[config.mk]
export PLATFORM = sky130hd
export DESIGN_NAME = port_a_pin_select
export DESIGN_NICKNAME = d
export VERILOG_FILES = /design/src/logic/pinsel_pkg.sv /design/src/logic/pin_route_if.sv /design/src/logic/pin_route.sv /design/src/logic/port_a_pin_select.sv
export SDC_FILE = /design/constraint.sdc
export NUM_CORES = 1
export LEC_CHECK = 0
export ABC_CLOCK_PERIOD_IN_PS = 3200
export BUFFER_PORTS_ARGS = -buffer_cell sky130_fd_sc_hd__clkbuf_2
export CAP_MARGIN = 20
export CORE_MARGIN = 1
export CORE_UTILIZATION = 30
export DETAILED_ROUTE_END_ITERATION = 8
export GPL_ROUTABILITY_DRIVEN = 1
export MAX_ROUTING_LAYER = met4
export PLACE_DENSITY = 0.61
export SLEW_MARGIN = 30
export SYNTH_ARGS = -nofsm -noshare
export SYNTH_HDL_FRONTEND = slang
export SYNTH_SLANG_ARGS = --single-unit
[constraint.sdc]
create_clock -name MCLK_I -period 3.2 [get_ports MCLK_I]
set_input_delay 0.32 -clock MCLK_I [delete_from_list [all_inputs] [get_ports MCLK_I]]
set_output_delay 0.32 -clock MCLK_I [all_outputs]
set_load 0.01 [all_outputs]
[src/logic/pinsel_pkg.sv]
// Constants and types shared by the port A pin-function selector.
package pinsel_pkg;

    // Port geometry.
    localparam int PORT_WIDTH = 16;
    localparam int DEC_WIDTH = 8;

    // Register byte offsets within the slave's window, all word aligned.
    localparam logic [7:0] REG_FUNC_OFS = 8'h00;
    localparam logic [7:0] REG_DIR_OFS = 8'h04;
    localparam logic [7:0] REG_ROUTE_OFS = 8'h08;

    // Reset values of the software registers.
    localparam logic [15:0] FUNC_RESET = 16'h0000;
    localparam logic [15:0] DIR_RESET = 16'h0000;

    // Bus encodings used by the slave.
    localparam logic [1:0] HTRANS_NONSEQ = 2'h2;
    localparam logic [1:0] HTRANS_SEQ = 2'h3;
    localparam logic HRESP_OKAY = 1'h0;
    localparam logic [31:0] RDATA_ZERO = 32'h0000_0000;

    // Chip operating mode as strapped by the mode pins.
    typedef enum logic [1:0] {
        MODE_SINGLE_CHIP,
        MODE_EXP_ROM_ON,
        MODE_EXP_ROM_OFF
    } op_mode_t;

endpackage : pinsel_pkg

[src/logic/pin_route_if.sv]
// Interface carrying per-pin routing selects and pad values between selector and pad driver.
`timescale 1ns/1ps
interface pin_route_if #(
    parameter int WIDTH = 16
);
    logic [WIDTH-1:0] addr_sel;
    logic [WIDTH-1:0] dir;
    logic [WIDTH-1:0] addr_val;
    logic [WIDTH-1:0] gpio_val;
    logic [WIDTH-1:0] pad_val;
    logic [WIDTH-1:0] pad_en;

    // The selector decides routing; the pad driver turns it into pin levels.
    modport ctrl (
        output addr_sel,
        output dir,
        output addr_val,
        output gpio_val,
        input pad_val,
        input pad_en
    );
    modport route (
        input addr_sel,
        input dir,
        input addr_val,
        input gpio_val,
        output pad_val,
        output pad_en
    );
endinterface : pin_route_if

[src/logic/pin_route.sv]
// Registered pad driver that applies the per-pin routing choice to every port pin.
`timescale 1ns/1ps
module pin_route #(
    parameter int WIDTH = 16
) (
    input wire logic clk_i,
    input wire logic rst_n_i,
    pin_route_if.route rt
);
    import pinsel_pkg::*;

    logic [WIDTH-1:0] pad_val_q;
    logic [WIDTH-1:0] pad_en_q;
    logic [WIDTH-1:0] pad_val_d;
    logic [WIDTH-1:0] pad_en_d;

    // Each pin picks its own source, so the selection is one generate per bit.
    for (genvar n = 0; n < WIDTH; n++)
    begin : g_pin
        always_comb
        begin
            pad_val_d[n] = rt.addr_sel[n] ? rt.addr_val[n] : rt.gpio_val[n];
            pad_en_d[n] = rt.addr_sel[n] | rt.dir[n];
        end

    end

    // Pads are registered so the pin never glitches while the mode or selects settle.
    always_ff @(posedge clk_i)
    begin
        if (!rst_n_i)
        begin
            pad_val_q <= '0;
            pad_en_q <= '0;
        end
        else
        begin
            pad_val_q <= pad_val_d;
            pad_en_q <= pad_en_d;
        end
    end

    assign rt.pad_val = pad_val_q;
    assign rt.pad_en = pad_en_q;

endmodule : pin_route

[src/logic/port_a_pin_select.sv]
// Port A pin-function selector with an AHB-Lite register slave.
// Operation
// - A 16-bit read/write function-control register holds one mode bit for each of the 16 pins.
// - Mode bit n affects only pin n.
// - In expanded mode with ROM off every pin drives its address line and the bits are ignored.
// - In expanded mode with ROM on a bit of 0 gives general I/O and a bit of 1 the address line.
// - In single-chip mode every pin is general I/O whatever the mode bits hold.
// - The register clears to zero on power-on reset and while hardware standby is held.
// - Software standby, sleep and watchdog reset leave the register untouched.
// - A general I/O pin is an output when its direction bit is 1 and an input when 0.
//
// Local design decisions: the register offsets and the AHB-Lite interface to the registers.
`timescale 1ns/1ps
module port_a_pin_select #(
    parameter int WIDTH = 16
) (
    input wire logic MCLK_I,
    input wire logic RESET_N_I,
    input wire logic HSEL_I,
    input wire logic [31:0] HADDR_I,
    input wire logic [1:0] HTRANS_I,
    input wire logic HWRITE_I,
    input wire logic [2:0] HSIZE_I,
    input wire logic [31:0] HWDATA_I,
    input wire logic HREADY_I,
    output logic [31:0] HRDATA_O,
    output logic HREADYOUT_O,
    output logic HRESP_O,
    input wire pinsel_pkg::op_mode_t MODE_I,
    input wire logic HW_STANDBY_I,
    input wire logic [WIDTH-1:0] ADDR_LINE_I,
    input wire logic [WIDTH-1:0] GPIO_DATA_I,
    input wire logic [WIDTH-1:0] PA_I,
    output logic [WIDTH-1:0] PA_O,
    output logic [WIDTH-1:0] PA_OE_O,
    output logic [WIDTH-1:0] GPIO_LEVEL_O
);
    import pinsel_pkg::*;

    // The register map holds one mode bit per pin in a 16-bit field.
    if (WIDTH != PORT_WIDTH)
    begin : g_width_check
        $error("WIDTH must equal the 16 pins of port A.");
    end

    logic acc_valid_q;
    logic acc_write_q;
    logic [DEC_WIDTH-1:0] acc_addr_q;
    logic [WIDTH-1:0] func_q;
    logic [WIDTH-1:0] dir_q;
    logic [31:0] rdata_q;
    logic [WIDTH-1:0] level_q;
    logic [WIDTH-1:0] addr_sel;
    logic addr_take;
    logic wr_func;
    logic wr_dir;
    logic [31:0] rdata_d;
    logic [DEC_WIDTH-1:0] rd_addr;

    pin_route_if #(.WIDTH(WIDTH)) route_bus ();

    // The slave never inserts wait states and never errors.
    assign HREADYOUT_O = 1'h1;
    assign HRESP_O = HRESP_OKAY;
    assign addr_take = HSEL_I && HREADY_I && (HTRANS_I == HTRANS_NONSEQ || HTRANS_I == HTRANS_SEQ);
    assign rd_addr = HADDR_I[DEC_WIDTH-1:0];

    // Address phase is captured so the write lands in the data phase.
    always_ff @(posedge MCLK_I)
    begin
        if (!RESET_N_I)
        begin
            acc_valid_q <= 1'h0;
            acc_write_q <= 1'h0;
            acc_addr_q <= '0;
        end
        else if (HREADY_I)
        begin
            acc_valid_q <= addr_take;
            acc_write_q <= HWRITE_I;
            acc_addr_q <= rd_addr;
        end
    end

    assign wr_func = acc_valid_q && acc_write_q && acc_addr_q == REG_FUNC_OFS;
    assign wr_dir = acc_valid_q && acc_write_q && acc_addr_q == REG_DIR_OFS;

    // Only power-on reset and hardware standby clear the mode bits; nothing else can.
    always_ff @(posedge MCLK_I)
    begin
        if (!RESET_N_I || HW_STANDBY_I)
        begin
            func_q <= FUNC_RESET;
        end
        else if (wr_func)
        begin
            func_q <= HWDATA_I[WIDTH-1:0];
        end
    end

    // Direction bits share the same clearing conditions as the mode bits.
    always_ff @(posedge MCLK_I)
    begin
        if (!RESET_N_I || HW_STANDBY_I)
        begin
            dir_q <= DIR_RESET;
        end
        else if (wr_dir)
        begin
            dir_q <= HWDATA_I[WIDTH-1:0];
        end
    end

    // The operating mode decides whether the mode bits matter at all.
    always_comb
    begin
        unique case (MODE_I)
            MODE_EXP_ROM_OFF: addr_sel = '1;
            MODE_EXP_ROM_ON: addr_sel = func_q;
            MODE_SINGLE_CHIP: addr_sel = '0;
            default: addr_sel = '0;
        endcase
    end

    // Read data is prepared in the address phase; a write still in its data phase
    // to the same word is forwarded so back-to-back write and read agree.
    always_comb
    begin
        rdata_d = RDATA_ZERO;
        if (rd_addr == REG_FUNC_OFS)
        begin
            rdata_d[WIDTH-1:0] = wr_func ? HWDATA_I[WIDTH-1:0] : func_q;
        end
        else if (rd_addr == REG_DIR_OFS)
        begin
            rdata_d[WIDTH-1:0] = wr_dir ? HWDATA_I[WIDTH-1:0] : dir_q;
        end
        else if (rd_addr == REG_ROUTE_OFS)
        begin
            rdata_d[WIDTH-1:0] = addr_sel;
        end
        if (HW_STANDBY_I)
        begin
            rdata_d = RDATA_ZERO;
        end
    end

    always_ff @(posedge MCLK_I)
    begin
        if (!RESET_N_I)
        begin
            rdata_q <= RDATA_ZERO;
        end
        else if (addr_take && !HWRITE_I)
        begin
            rdata_q <= rdata_d;
        end
    end

    // Pin levels are sampled once so the port data logic sees a clean value.
    always_ff @(posedge MCLK_I)
    begin
        if (!RESET_N_I)
        begin
            level_q <= '0;
        end
        else
        begin
            level_q <= PA_I;
        end
    end

    assign route_bus.addr_sel = addr_sel;
    assign route_bus.dir = dir_q;
    assign route_bus.addr_val = ADDR_LINE_I;
    assign route_bus.gpio_val = GPIO_DATA_I;

    pin_route #(.WIDTH(WIDTH)) u_route (
        .clk_i(MCLK_I),
        .rst_n_i(RESET_N_I),
        .rt(route_bus.route)
    );

    assign PA_O = route_bus.pad_val;
    assign PA_OE_O = route_bus.pad_en;
    assign HRDATA_O = rdata_q;
    assign GPIO_LEVEL_O = level_q;
endmodule : port_a_pin_select

==> results.yml, run 1 <==
synthesis:
  ys_seq_area_share_pct: 47.7
  syn_area_mm2: 0.00445
  yosysWarnings: 0
  postSynthAreaPerCell_um2: 9.06
  ys_ff_latch: 106
  synthCells: 491
  synth_cell_type_count: 39
timing:
  slew_violations: 0
  fin_setup_tns_ns: 0
  skew_ns: 0.00868
  maxSlewHeadroom_pct: 46.4
  setup_violations: 0
  rsz0062_at_grt: "false"
  timing.fmax_ghz: 0.458
  finalHoldViolCount: 0
  fin_crit_ns: 2.18
  post-route-period-util_pct: 68.3
  tightest_slew_ns: 0.798
global_route:
  busiest_layer: "met2"
  use_met2_pct: 22.1
  met3_usage_pct: 4.26
  gr-total-overflow: 0
  antenna_found_initial: 0
  met1_usage_pct: 21.6
  first_global_vias: 3419
  grt_first_pass_wirelength_mm: 18.2
  grt_max_degree: 60
  gr-usage-all-layers_pct: 15.6
detailed_routing:
  drtIter0Drc: 268
  wl_per_cell_um: 14.5
  ant_nets: 0
  drcViolationCount: 0
  num_vias: 3782
  drt-total-wl_mm: 11.6
  via_per_inst: 4.71
  drt_first_pass_iters: 5
layout:
  layout_commonest_cell: "clkbuf_2"
  num_antenna_cells: 0
  nets: 741
  layout-area-overhead-vs-synth_pct: 23.9
  mostFrequentLayoutCells: "144 x clkbuf_2, 106 x dfxtp_1, 76 x nand2_1"
  drive_above_1_share_pct: 30.0
floorplan:
  rows: 44
  dieHeight_um: 124
  dieArea_mm2: 0.0153
  fp.dieW_um: 124
  coreArea_mm2: 0.0145
  io_pins: 207
  start_util_pct: 30.7
critical_path:
  critPathRequiredTime_ns: 3.44
  critical_path_class: "flip-flop to flip-flop"
  cp.arrival_ns: 2.42
  cp_cell_sequence: "nor4_2 > nand3_2 > mux2i_1 > nand2_1 > a32o_2"
  startpoint_type: "flip-flop"
  cpPeakStageDelay_ns: 0.53
  crit_slowest_cell: "nand3_2"
  crit_fanout: 16
  cp-end-kind: "flip-flop"
cts:
  cts.reportedPaths.clkPinSlew_ns: 0.07
  clockBufferDepth: 2
  numClockSinks: 106
  cts_resized: 0
  holdBufCountCts: 0
  insertion_delay_ns: 0.34
  post-cts-setup-buffer-count: 0
  cts_root_buf: "clkbuf_16"
  cts_buffers: 9
  tritoncts: "yes"
  h-tree-depth: 3
pwr:
  power_mw: 2.76
  p_leak_nw: 2.50
  powerDensity_mw_per_mm2: 501
  ir_worst_vdd_mv: 0.251
run:
  cap_violations: 0
run_status:
  status: "complete, no violations"
placement:
  gp_congestion: 0.824
  place_hpwl_mm: 8.66
  numPortBuffers: 144
worst_hold_path:
  hp-class: "primary input to flip-flop"
-- worst max-delay path, delay by kind of cell, from the launching register on --
family	cells	cell delay [ns]
simple gates	3	1.03
mux	1	0.42
flops	1	0.33
compound gates	1	0.29
-- logic make-up after synthesis --
family	synth area share (%)
compound gates	19.2
fa+ha+maj	0.562
buf+inv	7.37
flops	47.7
mux	6.13
other cells	0.169
simple gates	18.9
-- state kept, by name, summed over array words and instances, names as in the netlist --
name	flops
u_route.rt.pad_en	16
u_route.rt.pad_val	16
dir_q	16
HRDATA_O	16
func_q	16
acc_valid_q	1
GPIO_LEVEL_O	16
acc_write_q	1
acc_addr_q	8
-- area by class of cell --
type	count	area, um^2
flip-flops and latches	106	2120
inverters	3	11.3
multi-input cells	343	2060
clock inverters	6	73.8
well taps	184	230
repair buffers	151	773
clock buffers	10	239
fillers	1430	8970
-- report_power, final --
group / switching, mW / internal, mW / leakage [nW]
logic: 0.152 / 0.105 / 1.49
registers: 0.0127 / 1.36 / 0.866
clock network: 0.499 / 0.637 / 0.153
total: 0.664 / 2.10 / 2.50
-- cells in the mapped netlist --
library cell  number  share of area, %
dfxtp_1          106                48
nor2_1            33               2.8
and4b_1            1              0.22
nand3_2            1              0.22
o21ai_0           32               3.6
nor4_4             1              0.48
nand4b_1           2              0.39
buf_2              3              0.34
or2_2              1              0.14
a32oi_1           15               3.0
conb_1             2              0.17
and4bb_1           1              0.28
nor4_2             1              0.28
clkbuf_1          26               2.2
nand3_1           17               1.9
nor3_1             1              0.11
and2_1            17               2.4
o21a_1            16               2.7
a32o_1             6               1.3
nand4_1            1              0.14
a32o_2             9               2.3
nor4b_4            1              0.53
buf_1              2              0.17
mux2i_1           25               5.6
inv_1              3              0.25
buf_12             1              0.45
a21oi_1           31               3.5
clkbuf_4           1              0.17
buf_4             21               3.5
o21ai_1            1              0.11
nand2_1           76               6.4
mux2_2             2              0.51
nor2b_1           12               1.7
nand2b_1           2              0.28
a21boi_0          16               2.7
or4_4              1              0.25
nor3_4             1              0.37
ha_1               2              0.56
buf_6              1              0.25
-- per-layer routing --
metal	vias to the layer above	part of all wire, %
met5	-	0
met4	0	0.65
met3	4	8.8
met2	140	43
met1	1712	48
li1	1926	-
-- path summary, 6_finish.rpt --
kind | from | to | slack [ns] | cells after the start
setup / recovery | acc_addr_q[1] | HRDATA_O[5] | 1.02 | 5
hold / removal | PA_I[3] | GPIO_LEVEL_O[3] | 0.18 | 2
setup reg to reg | acc_addr_q[1] | HRDATA_O[5] | 1.02 | 5
hold reg to reg | HRDATA_O[14] | HRDATA_O[14] | 0.46 | 2
-- per-stage QoR --
| step | util, % | worst slack (ns) | instances | hold slack, ns | cell area, um^2 |
|---|---|---|---|---|---|
| after floorplan | - | 1.41 | 507 | 0.435 | 4510 |
| after global placement | 35.9 | 0.957 | 787 | 0.450 | 5200 |
| after detailed placement | 35.9 | 0.940 | 787 | 0.457 | 5200 |
| after CTS | 38.0 | 1.01 | 803 | 0.166 | 5510 |
| after global routing | 38.1 | 0.856 | 803 | 0.169 | 5510 |
| final | 38.1 | 1.02 | 803 | 0.180 | 5510 |
Power figures use the tool's default switching activity.
==> inputs of run 2 (changes only) <==
--- a/config.mk
+++ b/config.mk
@@ -5,7 +5,7 @@
 export SDC_FILE = /design/constraint.sdc
 export NUM_CORES = 1
 export LEC_CHECK = 0
-export ABC_CLOCK_PERIOD_IN_PS = 3200
+export ABC_CLOCK_PERIOD_IN_PS = 2200
 export BUFFER_PORTS_ARGS = -buffer_cell sky130_fd_sc_hd__clkbuf_2
 export CAP_MARGIN = 20
 export CORE_MARGIN = 1
==> constraint.sdc (replaced) <==
create_clock -name MCLK_I -period 2.2 [get_ports MCLK_I]
set_input_delay 0.22 -clock MCLK_I [delete_from_list [all_inputs] [get_ports MCLK_I]]
set_output_delay 0.22 -clock MCLK_I [all_outputs]
set_load 0.01 [all_outputs]
==> run 2 against run 1 <==
Against the previous run:
- cell area rose by 1.3%
- register-to-register slack got worse by 0.72 ns
- combinational power rose by 46%
- cell count rose by 0.62%
- sequential power rose by 45%
- routed wire length rose by 1.5%
- power rose by 49%
- sequential cell count did not move
- critical endpoint is now HRDATA_O[14]
- largest power group unchanged
- highest routed layer unchanged
==> results.yml, run 2 (synthesis results as in run 1) <==
timing:
  fin_crit_ns: 1.90
  maxSlewHeadroom_pct: 56.2
  slew_violations: 0
  timing.fmax_ghz: 0.526
  tightest_slew_ns: 0.657
  rsz0062_at_grt: "false"
  fin_setup_tns_ns: 0
  setup_violations: 0
  skew_ns: 0.00598
  post-route-period-util_pct: 86.4
  hold_ws_ns: 0.0695
  finalHoldViolCount: 0
detailed_routing:
  ant_nets: 0
  drtIter0Drc: 311
  via_per_inst: 4.82
  drt-total-wl_mm: 11.8
  wl_per_cell_um: 14.6
  drt_first_pass_iters: 4
  num_vias: 3891
  drcViolationCount: 0
global_route:
  antenna_found_initial: 0
  gr-usage-all-layers_pct: 15.8
  gr-total-overflow: 0
  grt_first_pass_wirelength_mm: 17.9
  first_global_vias: 3496
  grt_max_degree: 58
cts:
  tritoncts: "yes"
  cts_resized: 0
  numClockSinks: 106
  cts.reportedPaths.clkPinSlew_ns: 0.07
  insertion_delay_ns: 0.35
  post-cts-setup-buffer-count: 0
  holdBufCountCts: 0
  h-tree-depth: 3
  cts_buffers: 9
  cts_root_buf: "clkbuf_16"
  clockBufferDepth: 2
critical_path:
  startpoint_type: "flip-flop"
  r2r-end: "HRDATA_O[14]"
  critical_path_class: "flip-flop to flip-flop"
  cpPeakStageDelay_ns: 0.41
  setup.worst_path.start: "acc_addr_q[1]"
  r2r_slack_ns: 0.30
  r2r-start: "acc_addr_q[1]"
  r2r_cells: 6
  critPathBufInv: 1
  cp-end-kind: "flip-flop"
  cp_cell_sequence: "nor4_2 > nand4b_1 > buf_4 > mux2_2 > a32oi_1 > o21ai_1"
  crit_slowest_cell: "nor4_2"
  critPathTopFamily: "simple AND/OR/NAND/NOR gates"
  critPathRequiredTime_ns: 2.44
  crit_fanout: 29
  cp.arrival_ns: 2.14
floorplan:
  dieHeight_um: 124
  dieArea_mm2: 0.0153
  coreArea_mm2: 0.0145
  fp.dieW_um: 124
  start_util_pct: 30.7
  rows: 44
  io_pins: 207
run:
  cap_violations: 0
pwr:
  p_leak_nw: 2.54
  powerDensity_mw_per_mm2: 739
  power_mw: 4.12
  ir_worst_vdd_mv: 0.382
layout:
  layout_commonest_cell: "clkbuf_2"
  fin_util_pct: 38.6
  layout-area-overhead-vs-synth_pct: 25.5
  drive_above_1_share_pct: 30.4
  num_antenna_cells: 0
  mostFrequentLayoutCells: "144 x clkbuf_2, 106 x dfxtp_1, 76 x nand2_1"
  nets: 746
  final_area_mm2: 0.00558
worst_hold_path:
  hold_depth: 2
  hp-start: "PA_I[3]"
  min_to: "GPIO_LEVEL_O[3]"
  hp-class: "primary input to flip-flop"
placement:
  place_area_mm2: 0.00526
  numPortBuffers: 144
  gp_congestion: 0.841
  place_hpwl_mm: 8.89
run_status:
  status: "complete, no violations"
-- run 2: layout make-up --
class                           count  area (um^2)
Clock buffer                        9          225
Sequential cell                   106         2120
Clock inverter                      7          100
Timing Repair Buffer              156          836
Inverter                            3         11.3
Tap cell                          184          230
Multi-Input combinational cell    343         2060
Fill cell                        1454         8890
-- run 2: worst max-delay path by stage --
stage	endpoint	slack (ns)	cells after the start
detailed placement	HRDATA_O[11]	0.26	7
CTS	HRDATA_O[14]	0.29	6
global placement	HRDATA_O[11]	0.27	7
floorplan	HRDATA_O[10]	0.48	6
global route	HRDATA_O[14]	0.18	6
finish	HRDATA_O[14]	0.30	6
-- run 2: routing by layer --
| metal | up-vias | routed length, um | global-route usage [%] |
|---|---|---|---|
| met3 | 12 | 1010 | 4.21 |
| met4 | 0 | 214 | 7.23 |
| li1 | 1936 | - | - |
| met1 | 1798 | 5480 | 20.8 |
| met2 | 145 | 5090 | 22.5 |
| met5 | - | 0 | - |
-- run 2: worst register-to-register path: stages (launching register included) --
cell and delay, ns:
dfxtp_1 0.32, nor4_2 0.41, nand4b_1 0.15, buf_4 0.26, mux2_2 0.31, a32oi_1 0.25
o21ai_1 0.09
-- run 2: through the flow --
| stage | instances | setup slack (ns) |
|---|---|---|
| floorplan | 507 | 0.484 |
| global placement | 792 | 0.271 |
| detailed placement | 792 | 0.257 |
| CTS | 808 | 0.285 |
| global route | 808 | 0.176 |
| finish | 808 | 0.299 |
-- run 2: where the power goes --
group | total (mW) | internal [mW] | switching [mW]
Sequential | 1.99 | 1.97 | 0.0187
Combinational | 0.376 | 0.154 | 0.222
Clock | 1.76 | 1.01 | 0.748
Total | 4.12 | 3.14 | 0.989
==> inputs of run 3 (changes only) <==
--- a/config.mk
+++ b/config.mk
@@ -5,7 +5,7 @@
 export SDC_FILE = /design/constraint.sdc
 export NUM_CORES = 1
 export LEC_CHECK = 0
-export ABC_CLOCK_PERIOD_IN_PS = 2200
+export ABC_CLOCK_PERIOD_IN_PS = 1700
 export BUFFER_PORTS_ARGS = -buffer_cell sky130_fd_sc_hd__clkbuf_2
 export CAP_MARGIN = 20
 export CORE_MARGIN = 1
@@ -13,7 +13,7 @@
 export DETAILED_ROUTE_END_ITERATION = 8
 export GPL_ROUTABILITY_DRIVEN = 1
 export MAX_ROUTING_LAYER = met4
-export PLACE_DENSITY = 0.61
+export PLACE_DENSITY = 0.63
 export SLEW_MARGIN = 30
 export SYNTH_ARGS = -nofsm -noshare
 export SYNTH_HDL_FRONTEND = slang
==> constraint.sdc (replaced) <==
create_clock -name MCLK_I -period 1.7 [get_ports MCLK_I]
set_input_delay 0.17 -clock MCLK_I [delete_from_list [all_inputs] [get_ports MCLK_I]]
set_output_delay 0.17 -clock MCLK_I [all_outputs]
set_load 0.01 [all_outputs]
==> run 3 against run 2 <==
Against the previous run:
- the run now ends with negative setup slack left
- clock skew rose by 0.0035 ns
- first-iteration DRC count fell by 12%
- register-to-register slack got worse by 0.38 ns
- routed wire length rose by 8.2%
- critical path depth rose by 1
- worst setup slack got worse by 0.38 ns
- via count rose by 2.5%
- non-clock buffer count rose by 40
- clock power rose by 23%
- cell area rose by 9.8%
- combinational power rose by 51%
- global-route usage rose by 1.6 points
- largest cell class is now multi-input combinational cells
- highest routed layer unchanged
==> results.yml, run 3 (synthesis results as in run 1) <==
cts:
  cts_root_buf: "clkbuf_16"
  clockBufferDepth: 2
  cts.reportedPaths.clkPinSlew_ns: 0.08
  numClockSinks: 106
  insertion_delay_ns: 0.35
  h-tree-depth: 3
  cts_buffers: 9
  tritoncts: "yes"
detailed_routing:
  num_vias: 3989
  drtIter0Drc: 275
  drt-total-wl_mm: 12.8
  wl_per_cell_um: 15.1
  drt_first_pass_iters: 4
  drcViolationCount: 0
  via_per_inst: 4.70
  ant_nets: 0
timing:
  setup_violations: 14
  rsz0062_at_grt: "true"
  slew_violations: 0
  finalHoldViolCount: 0
  skew_ns: 0.00943
  timing.fmax_ghz: 0.562
  tightest_slew_ns: 0.608
  post-route-period-util_pct: 105
  maxSlewHeadroom_pct: 59.4
  worst_slack_ns: -0.0778
  fin_crit_ns: 1.78
critical_path:
  cpPeakStageDelay_ns: 0.34
  critPathTopFamily: "simple AND/OR/NAND/NOR gates"
  critPathBufInv: 2
  critical_path_class: "flip-flop to flip-flop"
  critPathRequiredTime_ns: 1.94
  crit_slowest_cell: "dfxtp_2"
  startpoint_type: "flip-flop"
  setup.worst_path.start: "acc_addr_q[6]"
  cp_cell_sequence: "nor4_4 > nand4b_1 > buf_6 > clkbuf_16 > a32oi_1 > nand2_1 > a32o_1"
  crit_fanout: 7
  r2r-start: "acc_addr_q[6]"
  cp.arrival_ns: 2.01
  cp-end-kind: "flip-flop"
layout:
  layout-area-overhead-vs-synth_pct: 37.8
  fin_cells: 848
  multi_input_area_mm2: 0.00220
  layout_commonest_cell: "clkbuf_2"
  mostFrequentLayoutCells: "144 x clkbuf_2, 103 x dfxtp_1, 76 x nand2_1"
  drive_above_1_share_pct: 37.3
  seqCellArea_mm2: 0.00213
  num_antenna_cells: 0
  nets: 786
  fillers: 1410
worst_hold_path:
  hp-start: "PA_I[7]"
  hp-class: "primary input to flip-flop"
floorplan:
  io_pins: 207
  dieHeight_um: 124
  rows: 44
  start_util_pct: 30.7
  coreArea_mm2: 0.0145
  fp.dieW_um: 124
  dieArea_mm2: 0.0153
global_route:
  antenna_found_initial: 0
  gr-total-overflow: 0
  gr-usage-all-layers_pct: 17.4
  grt_first_pass_wirelength_mm: 20.0
  first_global_vias: 3836
  grt_max_degree: 47
placement:
  gp_congestion: 0.812
  post-place-cells: 825
  pre_cts_slack_ns: -0.122
  place_hpwl_mm: 9.28
  numPortBuffers: 144
pwr:
  powerDensity_mw_per_mm2: 867
  clkPwrFrac_pct: 40.8
  p_comb_share_pct: 10.6
  ir_worst_vdd_mv: 0.516
  power.switching_mw: 1.33
  internal_power_mw: 3.98
  seq_power_share_pct: 48.6
  power_mw: 5.32
  p_leak_nw: 2.77
  swShare_pct: 25.1
run_status:
  status: "complete, but fails checks"
  violations: "negative setup slack"
run:
  cap_violations: 0
[run 3: timing repair]
| action | in CTS | in global routing |
|---|---|---|
| hold buffers | 0 | 0 |
| setup buffers | 4 | 1 |
| gates resized for setup | 10 | 16 |
| endpoints found under the setup margin | 16 | 16 |
| cloned | 1 | 1 |
| pin swaps | 7 | 16 |
[run 3: metrics by stage]
step	instance area [um^2]	setup TNS, ns	util, %	hold WS (ns)
finish	6130	-0.783	42.3	0.0207
global route	6130	-1.79	42.3	0.0173
CTS	6000	-0.721	41.5	0.0143
detailed placement	5590	-1.66	38.6	0.380
global placement	5590	-1.62	38.6	0.376
floorplan	4520	0	-	0.297
[run 3: power groups by stage]
stage                     Combinational [mW]  Clock [mW]  Sequential, mW
after floorplan                        0.263           0            2.67
after global placement                 0.546           0            2.64
after detailed placement               0.555           0            2.64
after CTS                              0.560        2.22            2.58
after global routing                   0.630        2.31            2.59
final                                  0.566        2.17            2.58
[run 3: layout make-up]
cell class                 count  area share (%)
clock buffer                   9            3.67
multi-input combinational    343            35.9
tap                          184            3.76
sequential                   106            34.7
timing repair buffer         196            20.5
clock inverter                 7            1.37
inverter                       3           0.184
[run 3: path summary, 6_finish.rpt]
check | to | cells after the start | slack, ns
worst min register to register | HRDATA_O[14] | 2 | 0.46
worst max-delay path | HRDATA_O[1] | 7 | -0.08
worst max register to register | HRDATA_O[1] | 7 | -0.08
worst min-delay path | GPIO_LEVEL_O[7] | 2 | 0.02
[run 3: per-layer routing]
metal	wire, um	track usage, %
met1	6170	24.3
met3	821	2.52
met2	5610	25.7
met5	0	-
met4	172	5.57
[run 3: worst reg2reg max path: stages, from the launching register on]
cell and delay [ns]:
dfxtp_2 0.34, nor4_4 0.29, nand4b_1 0.16, buf_6 0.17
clkbuf_16 0.17, a32oi_1 0.17, nand2_1 0.11, a32o_1 0.27
